## src/pkg/acrb_pkg.sv

```systemverilog
/*
 * Shared constants for the converter configuration register bank:
 * write word layout, field positions, reset values and input source codes.
 * Assumes a 12-bit host write word with the register address on top.
 */
package acrb_pkg;

    localparam int unsigned REG_W   = 10;
    localparam int unsigned WORD_W  = 12;
    localparam int unsigned SLOTS   = 4;
    localparam int unsigned SRC_W   = 3;
    localparam int unsigned CNT_W   = 3;

    // Register address field of the write word
    localparam int unsigned ADDR_LO = 10;
    localparam int unsigned ADDR_HI = 11;
    localparam logic [1:0]  ADDR_MAIN = 2'h0;
    localparam logic [1:0]  ADDR_AUX  = 2'h1;

    // Main register fields
    localparam int unsigned M_REF      = 0;
    localparam int unsigned M_SLEEP    = 2;
    localparam int unsigned M_PICK_LO  = 3;
    localparam int unsigned M_PAIR_LO  = 5;
    localparam int unsigned M_PAIR_HI  = 6;
    localparam int unsigned M_SCAN     = 7;
    localparam int unsigned M_PROBE_LO = 8;

    // Auxiliary register fields
    localparam int unsigned A_SOFT_RST = 0;
    localparam int unsigned A_RESTART  = 1;
    localparam int unsigned A_STYLE    = 6;
    localparam int unsigned A_FORMAT   = 7;
    localparam int unsigned A_OFFSET   = 8;

    localparam logic [9:0] MAIN_RESET = 10'h020;
    localparam logic [9:0] AUX_RESET  = 10'h030;

    typedef enum logic [2:0] {
        SRC_A_POS,
        SRC_A_NEG,
        SRC_B_POS,
        SRC_B_NEG,
        SRC_PAIR_A,
        SRC_PAIR_B
    } acrb_src_e;

    localparam logic [2:0] CNT_NONE = 3'h0;
    localparam logic [2:0] CNT_ONE  = 3'h1;
    localparam logic [2:0] CNT_TWO  = 3'h2;
    localparam logic [2:0] CNT_THREE = 3'h3;
    localparam logic [2:0] CNT_FOUR = 3'h4;

endpackage

```

## src/rtl/acrb_core.sv

```systemverilog
/*
 * Configuration register bank of a four-input sampling converter: two
 * write-only 10-bit registers loaded from the parallel data port, decoded
 * into the settings that steer the converter.
 * Assumes host strobes and data are synchronous to clock and that
 * chip select already merges the device select lines.
 */
//
// What this block does
// - Two ten-bit configuration registers exist
// - Write stores data lines into addressed register
// - Address 00 main, 01 aux, others reserved
// - Address in bits 11:10; registers write-only
// - Bit 0 picks external reference; bit 1 reserved
// - Bit 2 requests power down
// - Writes and reads still work while sleeping
// - Bits 3-4 pick input or input count
// - Bits 5-6 count pairs, reset 01
// - Bit 7 enables autoscan
// - Bits 8-9 inject one of three test voltages
// - Plain mode picks one single-ended input
// - Pair mode picks pair A or B
// - Autoscan cycles two to four single inputs
// - Autoscan mixes single inputs with pair B
// - Autoscan alternates pair A and pair B
// - Aux holds reset, restart, style, format, offset
// - Soft reset restores defaults until cleared
// - Restart bit restarts the frame marker generator
// - Style bit turns write strobe into read/write select
// - Format bit picks twos complement or binary
`timescale 1ns/1ps

module acrb_core
    import acrb_pkg::*;
(
    // Clock and reset
    input  wire logic                    clock,
    input  wire logic                    rst_n,
    // Host parallel port
    input  wire logic                    cs_n,
    input  wire logic                    wr_n,
    input  wire logic                    rd_n,
    input  wire logic [WORD_W-1:0]       data_in,
    // Port status
    output logic                         read_active,
    output logic                         soft_reset_active,
    output logic                         frame_marker_restart,
    // Main register settings
    output logic                         ref_external,
    output logic                         sleep_request,
    output logic [1:0]                   probe_sel,
    output logic [CNT_W-1:0]             scan_count,
    output logic [SLOTS*SRC_W-1:0]       scan_slots,
    // Auxiliary register settings
    output logic                         strobe_style,
    output logic                         number_format_sel,
    output logic                         offset_cal
);

    logic [REG_W-1:0]       main_config_q, main_config_d;
    logic [REG_W-1:0]       aux_config_q, aux_config_d;
    logic                   wr_level_q, wr_level_d;
    logic                   read_q, read_d;
    logic                   restart_q, restart_d;
    logic [CNT_W-1:0]       count_q, count_d;
    logic [SLOTS*SRC_W-1:0] slots_q, slots_d;
    logic                   wr_level;
    logic                   wr_take;
    logic [1:0]             addr;
    logic [REG_W-1:0]       wdata;

    // Write level: low write strobe in both styles
    assign wr_level = !cs_n && !wr_n;
    assign wr_take  = wr_level && !wr_level_q;
    assign addr     = data_in[ADDR_HI:ADDR_LO];
    assign wdata    = data_in[REG_W-1:0];

    // Input selection decode over scan, pair count and pick fields
    function automatic void decode_sel(
        input  logic [REG_W-1:0]       cfg,
        output logic [CNT_W-1:0]       cnt,
        output logic [SLOTS*SRC_W-1:0] sl
    );
        logic [4:0] key;
        key = {cfg[M_SCAN], cfg[M_PAIR_HI], cfg[M_PAIR_LO], cfg[M_PICK_LO+1], cfg[M_PICK_LO]};
        cnt = CNT_NONE;
        sl  = '0;
        case (key)
            5'h00, 5'h01, 5'h02, 5'h03: begin
                cnt = CNT_ONE;
                sl  = {9'h000, 1'b0, key[1:0]};
            end
            5'h04: begin
                cnt = CNT_ONE;
                sl  = {9'h000, SRC_PAIR_A};
            end
            5'h05: begin
                cnt = CNT_ONE;
                sl  = {9'h000, SRC_PAIR_B};
            end
            5'h11: begin
                cnt = CNT_TWO;
                sl  = {6'h00, SRC_A_NEG, SRC_A_POS};
            end
            5'h12: begin
                cnt = CNT_THREE;
                sl  = {3'h0, SRC_B_POS, SRC_A_NEG, SRC_A_POS};
            end
            5'h13: begin
                cnt = CNT_FOUR;
                sl  = {SRC_B_NEG, SRC_B_POS, SRC_A_NEG, SRC_A_POS};
            end
            5'h15: begin
                cnt = CNT_TWO;
                sl  = {6'h00, SRC_PAIR_B, SRC_A_POS};
            end
            5'h16: begin
                cnt = CNT_THREE;
                sl  = {3'h0, SRC_PAIR_B, SRC_A_NEG, SRC_A_POS};
            end
            5'h19: begin
                cnt = CNT_TWO;
                sl  = {6'h00, SRC_PAIR_B, SRC_PAIR_A};
            end
            default: begin
                cnt = CNT_NONE;
                sl  = '0;
            end
        endcase
    endfunction

    // Register bank next state
    always_comb begin
        main_config_d = main_config_q;
        aux_config_d  = aux_config_q;
        restart_d     = 1'b0;
        wr_level_d    = wr_level;
        // Writes are honoured regardless of power down
        if (wr_take && addr == ADDR_AUX) begin
            aux_config_d = wdata;
            restart_d    = wdata[A_RESTART];
            if (wdata[A_SOFT_RST]) begin
                main_config_d = MAIN_RESET;
                aux_config_d  = AUX_RESET | (10'h001 << A_SOFT_RST);
            end
        end else if (wr_take && addr == ADDR_MAIN && !aux_config_q[A_SOFT_RST]) begin
            main_config_d = wdata;
        end
        // Reserved addresses fall through unstored
        if (strobe_style == 1'b1) begin
            read_d = !cs_n && wr_n;
        end else begin
            read_d = !cs_n && !rd_n;
        end
        decode_sel(main_config_d, count_d, slots_d);
    end

    always_ff @(posedge clock or negedge rst_n) begin
        if (!rst_n) begin
            main_config_q <= MAIN_RESET;
            aux_config_q  <= AUX_RESET;
            wr_level_q    <= 1'b0;
            read_q        <= 1'b0;
            restart_q     <= 1'b0;
            count_q       <= CNT_ONE;
            slots_q       <= {9'h000, SRC_PAIR_A};
        end else begin
            main_config_q <= main_config_d;
            aux_config_q  <= aux_config_d;
            wr_level_q    <= wr_level_d;
            read_q        <= read_d;
            restart_q     <= restart_d;
            count_q       <= count_d;
            slots_q       <= slots_d;
        end
    end

    // Settings straight from register bits, scan count and slots from a registered decode; nothing reads back
    assign ref_external         = main_config_q[M_REF];
    assign sleep_request        = main_config_q[M_SLEEP];
    assign probe_sel            = main_config_q[M_PROBE_LO+1:M_PROBE_LO];
    assign scan_count           = count_q;
    assign scan_slots           = slots_q;
    assign strobe_style         = aux_config_q[A_STYLE];
    assign number_format_sel    = aux_config_q[A_FORMAT];
    assign offset_cal           = aux_config_q[A_OFFSET];
    assign soft_reset_active    = aux_config_q[A_SOFT_RST];
    assign frame_marker_restart = restart_q;
    assign read_active          = read_q;
endmodule

```

## config.mk

```make
export PLATFORM = sky130hd
export DESIGN_NAME = acrb_core
export DESIGN_NICKNAME = d
export VERILOG_FILES = /design/src/pkg/acrb_pkg.sv /design/src/rtl/acrb_core.sv
export SDC_FILE = /design/constraint.sdc
export NUM_CORES = 1
export LEC_CHECK = 0
export ABC_AREA = 1
export BUFFER_PORTS_ARGS = -buffer_cell sky130_fd_sc_hd__buf_4
export CAP_MARGIN = 10
export CORE_MARGIN = 2
export CORE_UTILIZATION = 49
export DETAILED_ROUTE_END_ITERATION = 8
export PLACE_DENSITY = 0.82
export SLEW_MARGIN = 20
export SYNTH_ARGS = -nofsm -noshare
export SYNTH_HDL_FRONTEND = slang
export SYNTH_SLANG_ARGS = --single-unit
export TNS_END_PERCENT = 50
```

## constraint.sdc

```tcl
create_clock -name clock -period 1.5 [get_ports clock]
set_input_delay 0.225 -clock clock [delete_from_list [all_inputs] [get_ports clock]]
set_output_delay 0.225 -clock clock [all_outputs]
set_load 0.1 [all_outputs]
```

==> results.yml <==
critical_path:
  critPathCaptureType: "flip-flop"
  arrival_ps: 1790
  timing_worst_setup_path_type: "flip-flop to flip-flop"
  crit_path_start_kind: "flip-flop"
  crit_path_max_fanout: 10
  crit_required_ps: 1780
grt:
  grt_pass1_wl_um: 4015
  grtUsageTotal: 0.1892
  antenna_found_initial: 0
  grt_pass1_vias: 960
  overflow: 0
  grt_max_degree: 28
synth:
  synthCells: 126
  synth_common_cells: "nand2_1 (25), dfrtp_1 (24), inv_1 (17)"
  netlist_area_um2: 1237
  synth_top_area_frac: 0.4853
  synth.most_common_cell: "nand2_1"
  synth_ff_type: "dfrtp_1"
  synth_edf_count: 0
  avgSynthCellArea_um2: 9.821
  ys_seq_area_frac: 0.5490
  synth_area_leaders: "dfrtp_1 (49%), nand2_1 (7.6%), dfstp_2 (6.4%), inv_1 (5.2%), buf_4 (3.6%)"
  synth.distinct_cells: 23
  ys_async_sr_fraction: 1.000
  synth_warnings: 0
  ys_seq_elements: 27
  synth_top_cell_by_area: "dfrtp_1"
placement:
  io_buffers: 39
  place_inst: 195
  place_ws_ps: -43.32
  dp_hpwl_um: 1975
  dpl_cell_area_um2: 1584
  gp_congestion: 0.7147
die:
  die_h_um: 54.26
  die_area_um2: 2944
  io_pins: 42
  coreArea_um2: 2432
  row_count: 18
  start_util: 0.5087
  fp.dieW_um: 54.26
finish:
  nets: 193
  diodes: 0
  drive_above_1_share: 0.4857
  stdcell_area_um2: 1684
  nFillCells: 167
  syn_to_final_growth_pct: 36.10
  stdcell_count: 205
detailed_routing:
  wl_per_cell_um: 13.91
  wl_um: 2852
  via_per_inst: 5.117
  drt_iter0_drc: 22
  via_count: 1049
  ant_nets: 0
  route.detailed.drc: 0
  drtPass1Iterations: 7
hold_path:
  min_path_type: "primary input to flip-flop"
timing:
  rsz0062_at_grt: "true"
  slew_viol_final: 0
  finClkSkew_ps: 6.530
  fmaxAchievable_mhz: 663.5
  setup-violations-final: 1
  worst_slack_ps: -7.079
  finalHoldViolations: 0
  finalCritPeriodShare: 1.005
  finalSetupTns_ps: -7.079
  fin_crit_ps: 1507
cts:
  cts.sink_count: 27
  cts_made_buffers: 3
  clkLatencyLatePin_ps: 320
  clockBufferDepth: 2
  htree_levels: 1
  tritoncts: "done"
  root_buffer: "clkbuf_4"
  path_clk_slew_ps: 140
status:
  violations: "setup timing"
  outcome: "complete, but fails checks"
run:
  cap_violations: 0
power_and_ir_drop:
  p_per_area_nw_per_um2: 1530
  ir_drop_mv: 1.038
  leakage_nw: 0.9241
  power_mw: 2.576
-- cells by family after synthesis --
group                  after synthesis  share of synthesized area
other                                1                   0.003030
AOI/OAI and AO/OA                   14                    0.07785
DFF                                 27                     0.5490
and+or+nand+nor                     57                     0.2639
buffers and inverters               27                     0.1062
-- placed cells by master (no fill, tap or decap), drive strengths merged --
cell type	instances
a21oi	5
buf	49
dfrtp	24
dfstp	3
clkbuf	4
nand2	30
nand3b	2
inv	20
nand3	12
conb	2
o21ai	5
o22ai	1
nand4	1
dlygate4sd3	1
o211ai	4
nor2	12
-- worst paths after layout --
path	from	to	slack, ps	cells after the start
setup / recovery	aux_config_q[0]$_DFFE_PN0N_	scan_slots[3]$_DFF_PN0_	-7	8
min in group asynchronous	rst_n	scan_count[2]$_DFF_PN0_	330	2
max in group asynchronous	rst_n	scan_slots[2]$_DFF_PN1_	860	2
hold / removal	cs_n	wr_level_q$_DFF_PN0_	60	2
setup reg to reg	aux_config_q[0]$_DFFE_PN0N_	scan_slots[3]$_DFF_PN0_	-7	8
hold reg to reg	aux_config_q[8]$_DFFE_PN0N_	aux_config_q[8]$_DFFE_PN0N_	520	2
-- report_power, final --
| part | internal [mW] | leakage, nW | switching, mW |
|---|---|---|---|
| Combinational | 0.305 | 0.567 | 1.04 |
| Clock | 0.104 | 0.0150 | 0.211 |
| Sequential | 0.862 | 0.342 | 0.0517 |
-- final cells by class --
| cell class | instances | area [um^2] | area share |
|---|---|---|---|
| Timing Repair Buffer | 50 | 377.9 | 0.2244 |
| Inverter | 20 | 75.07 | 0.04458 |
| Sequential cell | 27 | 683.2 | 0.4056 |
| Tap cell | 30 | 37.54 | 0.02229 |
| Multi-Input combinational cell | 74 | 484.2 | 0.2875 |
| Clock buffer | 4 | 26.28 | 0.01560 |
-- flip-flops by register name, indices dropped and copies added, names as in the netlist --
signal                flops
main_config_q             9
aux_config_q              4
read_active               1
scan_count                3
frame_marker_restart      1
wr_level_q                1
scan_slots                8
-- worst max-delay path: stages, from the launching register on --
cell      delay, ps
dfrtp_4         520
nor2_4          130
nand2_4         130
nand2_1         100
nand2_2          60
nor2_4          210
buf_4           150
o211ai_1         90
nand2_1          70
-- per-layer routing --
layer	wire length [um]	GRT usage
met1	1163	0.2279
met2	1501	0.3474
met3	119	0.01639
met4	68	0.07083
met5	0	0
-- stage by stage --
step,utilization,hold slack [ps]
2_1_floorplan,-,-70.59
3_3_place_gp,0.6512,149.9
3_5_place_dp,0.6512,157.3
4_1_cts,0.6682,55.73
5_1_grt,0.6924,41.75
6_report,0.6924,64.75
-- what timing repair did --
| item | in CTS | in global routing |
|---|---|---|
| gates cloned | 0 | 1 |
| setup buffers | 0 | 4 |
| hold endpoints to repair | 24 | 0 |
| pin swaps | 0 | 6 |
| hold buffers | 1 | 0 |
| gates resized for setup | 1 | 6 |
| endpoints found under the setup margin | 7 | 11 |
No activity file was read; power rests on OpenSTA's default activity.
